[config.mk]
export PLATFORM = sky130hd
export DESIGN_NAME = iex_core
export DESIGN_NICKNAME = d
export VERILOG_FILES = /design/src/logic/iex_pkg.sv /design/src/logic/iex_core.sv /design/src/logic/iex_file_mem.sv /design/src/logic/iex_ret_stack.sv
export SDC_FILE = /design/constraint.sdc
export NUM_CORES = 2
export LEC_CHECK = 0
export ABC_AREA = 1
export CORE_MARGIN = 4
export CORE_UTILIZATION = 50
export CTS_BUF_LIST = sky130_fd_sc_hd__clkbuf_4 sky130_fd_sc_hd__clkbuf_8
export CTS_CLUSTER_SIZE = 40
export DETAILED_ROUTE_END_ITERATION = 8
export DONT_BUFFER_PORTS = 1
export GPL_TIMING_DRIVEN = 1
export HOLD_SLACK_MARGIN = 0.12
export PLACE_DENSITY_LB_ADDON = 0.05
export SYNTH_ARGS = -nofsm -noshare
export SYNTH_HDL_FRONTEND = slang
export SYNTH_SLANG_ARGS = --single-unit
[constraint.sdc]
create_clock -name clock -period 12.3 [get_ports clock]
set_input_delay 2.46 -clock clock [delete_from_list [all_inputs] [get_ports clock]]
set_output_delay 2.46 -clock clock [all_outputs]
set_load 0.03 [all_outputs]
[src/logic/iex_pkg.sv]
// Shared constants and types of the instruction execution subset block.
// Assumes one 10 MHz core clock and an AXI4-Lite master for software access.
package iex_pkg;

  // ****************************************************************
  // Widths and depths
  // ****************************************************************
  localparam int unsigned IEX_AXI_AW   = 8;
  localparam int unsigned IEX_DATA_W   = 8;
  localparam int unsigned IEX_FADDR_W  = 7;   // File addresses 0..127
  localparam int unsigned IEX_FDEPTH   = 128;
  localparam int unsigned IEX_PC_W     = 13;
  localparam int unsigned IEX_STK_AW   = 3;   // Eight return levels
  localparam int unsigned IEX_WDOG_W   = 8;
  localparam int unsigned IEX_PRE_W    = 8;

  // ****************************************************************
  // Register byte offsets
  // ****************************************************************
  localparam logic [7:0] IEX_OFS_CMD    = 8'h00;
  localparam logic [7:0] IEX_OFS_WREG   = 8'h04;
  localparam logic [7:0] IEX_OFS_STATUS = 8'h08;
  localparam logic [7:0] IEX_OFS_PC     = 8'h0c;
  localparam logic [7:0] IEX_OFS_WDOG   = 8'h10;
  localparam logic [7:0] IEX_OFS_FADDR  = 8'h14;
  localparam logic [7:0] IEX_OFS_FDATA  = 8'h18;
  localparam logic [7:0] IEX_OFS_WAKE   = 8'h1c;

  // ****************************************************************
  // Field positions and reset values
  // ****************************************************************
  localparam int unsigned IEX_CMD_W     = 20;
  localparam int unsigned IEX_FLAGS_W   = 5;
  localparam int unsigned IEX_ST_BUSY   = 8;
  localparam int unsigned IEX_ST_HALT   = 9;
  localparam int unsigned IEX_WDOG_LSB  = 8;   // Counter above prescaler
  localparam int unsigned IEX_WAKE_BIT  = 0;

  localparam logic [1:0] IEX_RESP_OKAY   = 2'h0;
  localparam logic [1:0] IEX_RESP_SLVERR = 2'h2;

  localparam logic [IEX_PC_W-1:0]   IEX_PC_RST  = 13'h0000;
  localparam logic [IEX_DATA_W-1:0] IEX_W_RST   = 8'h00;
  localparam logic [IEX_WDOG_W-1:0] IEX_WDOG_CLR = 8'h00;
  localparam logic [IEX_PRE_W-1:0]  IEX_PRE_CLR = 8'h00;

  // ****************************************************************
  // Types
  // ****************************************************************
  typedef enum logic [3:0] {
    IEX_OP_NOP                   = 4'h0,
    IEX_OP_SLEEP                 = 4'h1,
    IEX_OP_RETURN                = 4'h2,
    IEX_ROTATE_RIGHT_CARRY_INSTR = 4'h3,
    IEX_SUBTRACT_LITERAL_INSTR   = 4'h4,
    IEX_SUBTRACT_FILE_INSTR      = 4'h5,
    IEX_OP_PUSH                  = 4'h6
  } iex_op_e;

  typedef struct packed {
    logic [IEX_DATA_W-1:0]  literal;
    logic [IEX_FADDR_W-1:0] faddr;
    logic                   dest;     // 0: working reg, 1: file reg
    iex_op_e                op;
  } iex_cmd_s;

  typedef struct packed {
    logic watchdog_expiry_flag_n;
    logic power_down_flag_n;
    logic zero_flag;
    logic digit_carry_flag;
    logic carry_flag;
  } iex_flags_s;

  localparam iex_flags_s IEX_FLAGS_RST = 5'h18;

  typedef enum logic [2:0] {
    IEX_EX_IDLE  = 3'b000,
    IEX_EX_FETCH = 3'b001,
    IEX_EX_EXEC  = 3'b010,
    IEX_EX_RET2  = 3'b011,
    IEX_EX_HALT  = 3'b100
  } iex_state_e;

endpackage : iex_pkg

[src/logic/iex_core.sv]
// Execution unit for halt, push, return, rotate-right and the two subtracts,
// with working register, flags, PC, watchdog counter and AXI4-Lite slave.
// Assumes a single 10 MHz clock and a well-behaved AXI4-Lite master.
//
// Decided for this implementation: the placing of the registers and the AXI4-Lite register port.
`timescale 1ns/1ns
module iex_core
  import iex_pkg::*;
(
  input  wire logic                  clock,          // Core clock
  input  wire logic                  rstn,           // Sync reset, low
  input  wire logic                  ce,             // Clock enable
  input  wire logic [IEX_AXI_AW-1:0] s_axi_awaddr,   // Write address
  input  wire logic                  s_axi_awvalid,  // Write addr valid
  output logic                       s_axi_awready,  // Write addr ready
  input  wire logic [31:0]           s_axi_wdata,    // Write data
  input  wire logic [3:0]            s_axi_wstrb,    // Byte enables
  input  wire logic                  s_axi_wvalid,   // Write data valid
  output logic                       s_axi_wready,   // Write data ready
  output logic [1:0]                 s_axi_bresp,    // Write response
  output logic                       s_axi_bvalid,   // Response valid
  input  wire logic                  s_axi_bready,   // Response ready
  input  wire logic [IEX_AXI_AW-1:0] s_axi_araddr,   // Read address
  input  wire logic                  s_axi_arvalid,  // Read addr valid
  output logic                       s_axi_arready,  // Read addr ready
  output logic [31:0]                s_axi_rdata,    // Read data
  output logic [1:0]                 s_axi_rresp,    // Read response
  output logic                       s_axi_rvalid,   // Read data valid
  input  wire logic                  s_axi_rready,   // Read data ready
  output logic                       osc_run         // Oscillator enable
);

  // ****************************************************************
  // State
  // ****************************************************************
  iex_state_e                 ex_state_reg, ex_state_next;
  iex_cmd_s                   cmd_reg, cmd_next;
  iex_flags_s                 flags_reg, flags_next;
  logic [IEX_DATA_W-1:0]      w_reg, w_next;
  logic [IEX_PC_W-1:0]        pc_reg, pc_next;
  logic [IEX_WDOG_W-1:0]      watchdog_counter_reg, watchdog_counter_next;
  logic [IEX_PRE_W-1:0]       pre_reg, pre_next;
  logic [IEX_FADDR_W-1:0]     faddr_reg, faddr_next;
  logic                       osc_run_reg, osc_run_next;

  logic                       aw_held_reg, aw_held_next;
  logic                       w_held_reg, w_held_next;
  logic [IEX_AXI_AW-1:0]      awaddr_reg, awaddr_next;
  logic [31:0]                wdata_reg, wdata_next;
  logic [3:0]                 wstrb_reg, wstrb_next;
  logic                       bvalid_reg, bvalid_next;
  logic [1:0]                 bresp_reg, bresp_next;
  logic [IEX_AXI_AW-1:0]      araddr_reg, araddr_next;
  logic [1:0]                 rphase_reg, rphase_next;
  logic                       rvalid_reg, rvalid_next;
  logic [31:0]                rdata_reg, rdata_next;
  logic [1:0]                 rresp_reg, rresp_next;
  logic                       awready_reg, awready_next;
  logic                       wready_reg, wready_next;
  logic                       arready_reg, arready_next;

  // ****************************************************************
  // Shared combinational terms
  // ****************************************************************
  logic                       busy;
  logic                       wr_commit;
  logic [31:0]                wr_mask;
  logic [31:0]                wr_val;
  logic                       mem_we;
  logic [IEX_FADDR_W-1:0]     mem_waddr;
  logic [IEX_DATA_W-1:0]      mem_wdata;
  logic [IEX_FADDR_W-1:0]     mem_raddr;
  logic [IEX_DATA_W-1:0]      mem_rdata;
  logic                       stk_push;
  logic                       stk_pop;
  logic [IEX_PC_W-1:0]        stack_head_entry;

  assign busy = (ex_state_reg == IEX_EX_FETCH) ||
                (ex_state_reg == IEX_EX_EXEC) ||
                (ex_state_reg == IEX_EX_RET2);
  // Bus writes wait while an instruction owns the flags and memory
  assign wr_commit = aw_held_reg && w_held_reg && !bvalid_reg && !busy;
  assign wr_mask = {{8{wstrb_reg[3]}}, {8{wstrb_reg[2]}},
                    {8{wstrb_reg[1]}}, {8{wstrb_reg[0]}}};
  // Fetch cycle owns the read port; bus reads of file data wait for it
  assign mem_raddr = (ex_state_reg == IEX_EX_FETCH) ? cmd_reg.faddr
                                                   : faddr_reg;

  function automatic logic [31:0] reg_read(input logic [7:0] a);
    logic [31:0] v;
    v = 32'h0000_0000;
    case (a)
      IEX_OFS_CMD:    v = {12'h000, cmd_reg};
      IEX_OFS_WREG:   v = {24'h00_0000, w_reg};
      IEX_OFS_STATUS: begin
        v[IEX_FLAGS_W-1:0] = flags_reg;
        v[IEX_ST_BUSY]     = busy;
        v[IEX_ST_HALT]     = (ex_state_reg == IEX_EX_HALT);
      end
      IEX_OFS_PC:     v = {19'h0_0000, pc_reg};
      IEX_OFS_WDOG:   v = {16'h0000, watchdog_counter_reg, pre_reg};
      IEX_OFS_FADDR:  v = {25'h000_0000, faddr_reg};
      IEX_OFS_FDATA:  v = {24'h00_0000, mem_rdata};
      default:        v = 32'h0000_0000;
    endcase
    return v;
  endfunction : reg_read

  function automatic logic reg_mapped(input logic [7:0] a);
    return (a <= IEX_OFS_WAKE) && (a[1:0] == 2'h0);
  endfunction : reg_mapped

  assign wr_val = (reg_read(awaddr_reg) & ~wr_mask) | (wdata_reg & wr_mask);

  // ****************************************************************
  // Execution unit
  // ****************************************************************
  logic [8:0] sub_full;
  logic [4:0] sub_low;
  logic [7:0] sub_lhs;
  logic [7:0] result;
  logic       result_to_file;

  always_comb begin
    ex_state_next         = ex_state_reg;
    cmd_next              = cmd_reg;
    flags_next            = flags_reg;
    w_next                = w_reg;
    pc_next               = pc_reg;
    faddr_next            = faddr_reg;
    osc_run_next          = (ex_state_reg != IEX_EX_HALT);
    stk_push              = 1'b0;
    stk_pop               = 1'b0;
    result                = 8'h00;
    result_to_file        = 1'b0;
    sub_lhs = (cmd_reg.op == IEX_SUBTRACT_LITERAL_INSTR) ? cmd_reg.literal
                                                         : mem_rdata;
    sub_full = {1'b0, sub_lhs} - {1'b0, w_reg};
    sub_low  = {1'b0, sub_lhs[3:0]} - {1'b0, w_reg[3:0]};
    // Watchdog ticks only while the oscillator runs
    pre_next              = pre_reg;
    watchdog_counter_next = watchdog_counter_reg;
    if (ex_state_reg != IEX_EX_HALT) begin
      pre_next = pre_reg + 8'h01;
      if (pre_reg == 8'hff) begin
        watchdog_counter_next = watchdog_counter_reg + 8'h01;
      end
    end

    case (ex_state_reg)
      IEX_EX_IDLE: begin
        if (wr_commit && awaddr_reg == IEX_OFS_CMD) begin
          cmd_next      = iex_cmd_s'(wr_val[IEX_CMD_W-1:0]);
          ex_state_next = IEX_EX_FETCH;
        end
      end
      IEX_EX_FETCH: begin
        ex_state_next = IEX_EX_EXEC;
      end
      IEX_EX_EXEC: begin
        pc_next       = pc_reg + 13'h0001;
        ex_state_next = IEX_EX_IDLE;
        case (cmd_reg.op)
          IEX_OP_SLEEP: begin
            watchdog_counter_next = IEX_WDOG_CLR;
            pre_next              = IEX_PRE_CLR;
            flags_next.power_down_flag_n      = 1'b0;
            flags_next.watchdog_expiry_flag_n = 1'b1;
            osc_run_next          = 1'b0;
            ex_state_next         = IEX_EX_HALT;
          end
          IEX_OP_RETURN: begin
            stk_pop       = 1'b1;
            pc_next       = stack_head_entry;
            ex_state_next = IEX_EX_RET2;
          end
          IEX_ROTATE_RIGHT_CARRY_INSTR: begin
            result = {flags_reg.carry_flag, mem_rdata[7:1]};
            flags_next.carry_flag = mem_rdata[0];
            result_to_file = cmd_reg.dest;
            if (!cmd_reg.dest) begin
              w_next = result;
            end
          end
          IEX_SUBTRACT_LITERAL_INSTR, IEX_SUBTRACT_FILE_INSTR: begin
            result = sub_full[7:0];
            flags_next.carry_flag       = ~sub_full[8];
            flags_next.digit_carry_flag = ~sub_low[4];
            flags_next.zero_flag        = (sub_full[7:0] == 8'h00);
            result_to_file = (cmd_reg.op == IEX_SUBTRACT_FILE_INSTR) &&
                             cmd_reg.dest;
            if (!result_to_file) begin
              w_next = result;
            end
          end
          IEX_OP_PUSH: begin
            stk_push = 1'b1;
          end
          default: begin
          end
        endcase
      end
      IEX_EX_RET2: begin
        ex_state_next = IEX_EX_IDLE;
      end
      IEX_EX_HALT: begin
        if (wr_commit && awaddr_reg == IEX_OFS_WAKE &&
            wr_val[IEX_WAKE_BIT]) begin
          ex_state_next = IEX_EX_IDLE;
          osc_run_next  = 1'b1;
        end
      end
      default: begin
        ex_state_next = IEX_EX_IDLE;
      end
    endcase

    // Software writes land only while no instruction is in flight
    if (wr_commit) begin
      case (awaddr_reg)
        IEX_OFS_WREG:   w_next     = wr_val[7:0];
        IEX_OFS_STATUS: flags_next = iex_flags_s'(wr_val[IEX_FLAGS_W-1:0]);
        IEX_OFS_PC:     pc_next    = wr_val[IEX_PC_W-1:0];
        IEX_OFS_FADDR:  faddr_next = wr_val[IEX_FADDR_W-1:0];
        default: begin
        end
      endcase
    end
  end

  assign mem_we    = result_to_file ||
                     (wr_commit && awaddr_reg == IEX_OFS_FDATA);
  assign mem_waddr = result_to_file ? cmd_reg.faddr : faddr_reg;
  assign mem_wdata = result_to_file ? result : wr_val[7:0];

  always_ff @(posedge clock) begin
    if (!rstn) begin
      ex_state_reg         <= IEX_EX_IDLE;
      cmd_reg              <= '0;
      flags_reg            <= IEX_FLAGS_RST;
      w_reg                <= IEX_W_RST;
      pc_reg               <= IEX_PC_RST;
      watchdog_counter_reg <= IEX_WDOG_CLR;
      pre_reg              <= IEX_PRE_CLR;
      faddr_reg            <= '0;
      osc_run_reg          <= 1'b1;
    end else if (ce) begin
      ex_state_reg         <= ex_state_next;
      cmd_reg              <= cmd_next;
      flags_reg            <= flags_next;
      w_reg                <= w_next;
      pc_reg               <= pc_next;
      watchdog_counter_reg <= watchdog_counter_next;
      pre_reg              <= pre_next;
      faddr_reg            <= faddr_next;
      osc_run_reg          <= osc_run_next;
    end
  end

  // ****************************************************************
  // AXI4-Lite slave
  // ****************************************************************
  always_comb begin
    aw_held_next = aw_held_reg;
    w_held_next  = w_held_reg;
    awaddr_next  = awaddr_reg;
    wdata_next   = wdata_reg;
    wstrb_next   = wstrb_reg;
    bvalid_next  = bvalid_reg;
    bresp_next   = bresp_reg;
    araddr_next  = araddr_reg;
    rphase_next  = rphase_reg;
    rvalid_next  = rvalid_reg;
    rdata_next   = rdata_reg;
    rresp_next   = rresp_reg;
    if (s_axi_awvalid && !aw_held_reg) begin
      aw_held_next = 1'b1;
      awaddr_next  = s_axi_awaddr;
    end
    if (s_axi_wvalid && !w_held_reg) begin
      w_held_next = 1'b1;
      wdata_next  = s_axi_wdata;
      wstrb_next  = s_axi_wstrb;
    end
    if (bvalid_reg && s_axi_bready) begin
      bvalid_next = 1'b0;
    end
    if (wr_commit) begin
      aw_held_next = 1'b0;
      w_held_next  = 1'b0;
      bvalid_next  = 1'b1;
      bresp_next   = IEX_RESP_OKAY;
      if (!reg_mapped(awaddr_reg) || awaddr_reg == IEX_OFS_WDOG ||
          (awaddr_reg == IEX_OFS_CMD && ex_state_reg == IEX_EX_HALT)) begin
        bresp_next = IEX_RESP_SLVERR;
      end
    end
    // Phase 1 drives the file address, phase 2 captures the data
    case (rphase_reg)
      2'h0: begin
        if (s_axi_arvalid && !rvalid_reg) begin
          araddr_next = s_axi_araddr;
          rphase_next = 2'h1;
        end
      end
      2'h1: begin
        if (ex_state_reg != IEX_EX_FETCH) begin
          rphase_next = 2'h2;
        end
      end
      2'h2: begin
        rphase_next = 2'h0;
        rvalid_next = 1'b1;
        rdata_next  = reg_read(araddr_reg);
        rresp_next  = reg_mapped(araddr_reg) ? IEX_RESP_OKAY
                                             : IEX_RESP_SLVERR;
      end
      default: begin
        rphase_next = 2'h0;
      end
    endcase
    if (rvalid_reg && s_axi_rready) begin
      rvalid_next = 1'b0;
    end
    // Ready lines registered so every port leaves a flop
    awready_next = !aw_held_next;
    wready_next  = !w_held_next;
    arready_next = (rphase_next == 2'h0) && !rvalid_next;
  end

  always_ff @(posedge clock) begin
    if (!rstn) begin
      aw_held_reg <= 1'b0;
      w_held_reg  <= 1'b0;
      awaddr_reg  <= '0;
      wdata_reg   <= 32'h0000_0000;
      wstrb_reg   <= 4'h0;
      bvalid_reg  <= 1'b0;
      bresp_reg   <= IEX_RESP_OKAY;
      araddr_reg  <= '0;
      rphase_reg  <= 2'h0;
      rvalid_reg  <= 1'b0;
      rdata_reg   <= 32'h0000_0000;
      rresp_reg   <= IEX_RESP_OKAY;
      awready_reg <= 1'b1;
      wready_reg  <= 1'b1;
      arready_reg <= 1'b1;
    end else if (ce) begin
      aw_held_reg <= aw_held_next;
      w_held_reg  <= w_held_next;
      awaddr_reg  <= awaddr_next;
      wdata_reg   <= wdata_next;
      wstrb_reg   <= wstrb_next;
      bvalid_reg  <= bvalid_next;
      bresp_reg   <= bresp_next;
      araddr_reg  <= araddr_next;
      rphase_reg  <= rphase_next;
      rvalid_reg  <= rvalid_next;
      rdata_reg   <= rdata_next;
      rresp_reg   <= rresp_next;
      awready_reg <= awready_next;
      wready_reg  <= wready_next;
      arready_reg <= arready_next;
    end
  end

  assign s_axi_awready = awready_reg;
  assign s_axi_wready  = wready_reg;
  assign s_axi_bvalid  = bvalid_reg;
  assign s_axi_bresp   = bresp_reg;
  assign s_axi_arready = arready_reg;
  assign s_axi_rvalid  = rvalid_reg;
  assign s_axi_rdata   = rdata_reg;
  assign s_axi_rresp   = rresp_reg;
  assign osc_run       = osc_run_reg;

  // ****************************************************************
  // Storage
  // ****************************************************************
  iex_file_mem u_file_mem (
    .clock (clock),
    .rstn  (rstn),
    .ce    (ce),
    .we    (mem_we),
    .waddr (mem_waddr),
    .wdata (mem_wdata),
    .raddr (mem_raddr),
    .rdata (mem_rdata)
  );

  iex_ret_stack u_ret_stack (
    .clock            (clock),
    .rstn             (rstn),
    .ce               (ce),
    .push             (stk_push),
    .pop              (stk_pop),
    .push_data        (pc_reg + 13'h0001),
    .stack_head_entry (stack_head_entry)
  );

endmodule : iex_core

[src/logic/iex_file_mem.sv]
// File register memory, 128 bytes, one write and one registered read port.
// Assumes the caller never needs the read data in the cycle of the address.
`timescale 1ns/1ns
module iex_file_mem
  import iex_pkg::*;
(
  input  wire logic                   clock,  // Core clock
  input  wire logic                   rstn,   // Sync reset, active low
  input  wire logic                   ce,     // Clock enable
  input  wire logic                   we,     // Write strobe
  input  wire logic [IEX_FADDR_W-1:0] waddr,  // Write address
  input  wire logic [IEX_DATA_W-1:0]  wdata,  // Write data
  input  wire logic [IEX_FADDR_W-1:0] raddr,  // Read address
  output logic      [IEX_DATA_W-1:0]  rdata   // Read data, registered
);

  logic [IEX_DATA_W-1:0] mem_array [IEX_FDEPTH];

  always_ff @(posedge clock) begin
    if (ce && we) begin
      mem_array[waddr] <= wdata;
    end
  end

  always_ff @(posedge clock) begin
    if (!rstn) begin
      rdata <= 8'h00;
    end else if (ce) begin
      rdata <= mem_array[raddr];
    end
  end

endmodule : iex_file_mem

[src/logic/iex_ret_stack.sv]
// Circular hardware return stack of eight program counter values.
// Overflow silently wraps; the caller never pushes and pops together.
`timescale 1ns/1ns
module iex_ret_stack
  import iex_pkg::*;
(
  input  wire logic                clock,      // Core clock
  input  wire logic                rstn,       // Sync reset, active low
  input  wire logic                ce,         // Clock enable
  input  wire logic                push,       // Push strobe
  input  wire logic                pop,        // Pop strobe
  input  wire logic [IEX_PC_W-1:0] push_data,  // Value pushed
  output logic      [IEX_PC_W-1:0] stack_head_entry  // Current top entry
);

  logic [IEX_PC_W-1:0]   stk_reg [2**IEX_STK_AW];
  logic [IEX_STK_AW-1:0] ptr_reg;
  logic [IEX_STK_AW-1:0] ptr_next;
  logic [IEX_STK_AW-1:0] head_idx;

  always_comb begin
    head_idx = ptr_reg - 3'h1;
    ptr_next = ptr_reg;
    if (push) begin
      ptr_next = ptr_reg + 3'h1;
    end else if (pop) begin
      ptr_next = head_idx;
    end
    stack_head_entry = stk_reg[head_idx];
  end

  always_ff @(posedge clock) begin
    if (!rstn) begin
      ptr_reg <= 3'h0;
    end else if (ce) begin
      ptr_reg <= ptr_next;
    end
  end

  always_ff @(posedge clock) begin
    if (ce && push) begin
      stk_reg[ptr_reg] <= push_data;
    end
  end

endmodule : iex_ret_stack

==> impl.org <==
** Yosys
- Yosys printed 0 warnings.
- In the synthesized netlist, the number of instances is 5,999.
- The compound-cell area share of the yosys netlist is 0.0514.
- Largest cells by area after synthesis :: edfxtp_1 59%, nand2_1 9.1%, nand3_1 8.9%
- Of the post-synthesis cell area, the dominant cell type holds 0.588.
- Counting flops with a built-in enable in the synthesized netlist gives 1,128.
- By area, the combinational part of the netlist is dominated by simple AND/OR/NAND/NOR gates.
- Sequential area share after synthesis :: 0.642
- Of the total synthesized cell area, the portion taken by full adders, half adders and majority gates is 0.00339.
- Primary FF master, synth :: edfxtp_1
- Mux contribution to synthesized area :: 0.000869
- Register bit total from synthesis :: 1,282
- Summing every instance area after synthesis gives between 50,000 and 60,000 um^2.
- edfxtp_1 takes more of the synthesized area than any other cell.
- In this run, distinct cell masters in the synthesized netlist total roughly 50.
- Mean instance size in the synthesized netlist :: a little under 10 um^2
- Asr flop ratio synth :: 0
- Simple-gate share of the synthesized area :: 0.209
- Of the total synthesized cell area, the portion taken by XOR and XNOR cells is 0.00289.

** CTS
- The tree is rooted in a clkbuf_8.
- Post-CTS setup buffers :: 0
- Clock sink total :: between 1,000 and 1,500
- Hold buffers post-CTS :: 0
- The clock passes through at most 3 buffers.
- Deepest level of the CTS H-tree :: 4
- Quantity of gates resized following cts :: 0
- Clock tree from TritonCTS :: done
- The clock reaches the later pin of the worst-skew pair after a little under 900 ps.
- Buffers inserted during clock tree synthesis total roughly 210.
- After clock tree synthesis, the clock-pin slew on the worst setup and hold paths is approximately 60 ps.

** Timing
- Post-route clock skew :: about 32 ps
- Final total negative setup slack :: 0 ps
- Based on the critical path, the design can be clocked at up to between 150 and 200 MHz.
- Setup violators final :: 0
- The routed design could run at a clock period as short as approximately 5300 ps.
- At the pin with the least slew margin, the transition time is about 1200 ps.
- Final cycle utilization of the critical path :: 0.432
- Worst rel slew slack :: 0.227
- Final setup margin :: between 6000 and 7000 ps
- Setup repair after global routing left no endpoint under its margin.
- The final max-slew violation count is 0.
- The final hold violation count is 0.

** Layout
- Area of all placed cells without fillers :: 63,100 um^2
- Footprint of the flip-flops and latches :: 37,000 um^2
- Commonest non-fill, non-tap cells in the layout :: 1,390 x nand2_1, 1,128 x edfxtp_1, 1,026 x nand3_1
- At the end of the flow the core is filled with cells to 0.552.
- After the last flow step, the layout net total stands at slightly above 6,000.
- Filler Cell Count :: about 10,000
- In the final layout, the share of cells above drive strength 1 is 0.0767.
- Area Overhead vs Synth :: 9.60%
- Area of the multi-input gates :: 15,700 um^2
- Most common cell after layout, fill and taps aside :: nand2_1
- Max FFs per register :: around 1,000

** Global routing
- The initial antenna violation count is 4.
- Global routing finished with a remaining overflow of 0.
- Via count of the first global-routing pass :: just under 40,000
- Across every metal layer, demand over resource in global routing totals 0.265.
- Global-route wire length before repair :: around 240 mm
- Maximum number of pins on one net before global-route repair :: approximately 170

** Hold path
- The tightest min-delay check is of the reg2reg type.
- Instance count along the most critical hold path :: 2

** Critical path
- STA classifies the critical path endpoint as a flop.
- STA classifies the critical path startpoint as a flop.
- Cells on worst reg2reg path :: 14
- Data required time at the worst endpoint :: ~13,000 ps
- By startpoint and endpoint, the worst setup path is classified as reg2reg.
- Of all nets on the critical path, the largest fanout is 74.
- STA puts the critical path data arrival time at 6110 ps.
- Reg-to-reg slack, setup :: 6990 ps

** Power
- Max rail drop VDD :: between 0.0001 and 0.00015 V
- Leakage dissipation :: between 20 and 30 nW
- For this design the ratio of total power to cell area is around 140 nW/um^2.

** Run status
- Result of the run :: finished clean

** Route
- Total via count after detailed routing :: between 40,000 and 50,000
- In the final routed layout, each cell accounts on average for approximately 21 um.
- After detailed routing, the wire length on met1 is between 70 and 80 mm.
- Detail Route met3 WL :: 11.6 mm
- In the routed layout, each cell is associated on average with a via count of 5.41.
- Once detail routing completed, the nets flagged for antenna violations numbered 0.
- For this run, design rule violations remaining after detail routing come to 0.
- Iteration-0 DRC count of the detailed router :: roughly 4,000
- Detailed route wirelength on metal2 :: approximately 74 mm
- The first TritonRoute pass finished after 6 iterations.
- Highest signal layer in the routed design :: met4
- For this block, the routed nets add up to about 160 mm of wire.

** Floorplan
- In this run the core area contains ~120 standard-cell rows.
- Initial Util :: 0.504
- Height of the chip :: between 300 and 400 um
- IO Count :: around 100
- Measured along the x axis, the die boundary spans around 350 um.
- Die area :: around 120,000 um^2
- CORE AREA :: 114,000 um^2

** Placed design
- Timing analysis after detailed placement gives a worst setup slack of between 6000 and 7000 ps.
- Buffers placed on the I/O ports in this run total 0.
- Detail Placement HPWL :: 93.7 mm
- Routability congestion estimate :: a little under 1
- Once placement finished, the instance area stood at approximately 60,000 um^2.

** Job
- Max-cap violations in this run came to 0.
## critical path: stages, from the launching register on
cell and delay [ps]:
dfxtp_1 370, nor2_1 330, nand2_2 490, o21ai_4 300
buf_4 770, buf_4 680, buf_4 810, nand3_1 160
nand3_1 130, nand3_1 160, nand3_1 250, nand3_1 240
nand3_1 210, nand2_1 80, a21oi_1 110
## final timing paths
check | startpoint | endpoint
setup reg to reg | ex_state_reg[2]$_SDFFE_PN0P_ | u_file_mem.rdata[3]$_SDFFE_PN0P_
hold / removal | awaddr_reg[6]$_SDFFE_PN0P_ | awaddr_reg[6]$_SDFFE_PN0P_
setup / recovery | ex_state_reg[2]$_SDFFE_PN0P_ | u_file_mem.rdata[3]$_SDFFE_PN0P_
hold reg to reg | awaddr_reg[6]$_SDFFE_PN0P_ | awaddr_reg[6]$_SDFFE_PN0P_
## metrics by stage
step	instances	power, mW	hold slack, ps
after floorplan	6012	5.29	423
after global placement	7274	5.51	439
after detailed placement	7274	5.52	443
after CTS	7669	9.20	452
after global routing	7670	9.47	465
final	7671	9.12	449
## layer usage
layer,global-route usage,up-vias
met1,0.386,20000
met4,0.0865,0
met3,0.0458,293
met2,0.406,1396
li1,-,19800
met5,0,-
## report_power, final
group | total (mW) | internal [mW] | leakage [nW] | switching [mW]
combinational | 0.660 | 0.156 | 11.4 | 0.504
clock | 3.69 | 1.98 | 2.22 | 1.72
sequential | 4.77 | 4.75 | 11.7 | 0.0231
## cell type report
type,instances,area share
clock buffers,305,0.0588
flip-flops and latches,1282,0.585
repair buffers,69,0.00900
diodes,2,0.0000793
well taps,1512,0.0300
inverters,1030,0.0613
multi-input cells,3381,0.248
clock inverters,90,0.00747
## cell usage after synthesis (47+ instances only)
cell / count
o22ai_1: 56
nand2_1: 1393
nor3_1: 47
nor2_1: 304
o21ai_0: 192
dfxtp_1: 154
a21oi_1: 166
nand3_1: 1028
inv_1: 1012
clkbuf_1: 200
edfxtp_1: 1128
buf_2: 54
## cells by family after synthesis
group,count (synthesis)
simple gates,2808
buf+inv,1349
flops,1282
compound gates,520
xor+xnor,19
fa+ha+maj,15
mux,5
other cells,1
Note: power is estimated with default switching activity, not from simulation.
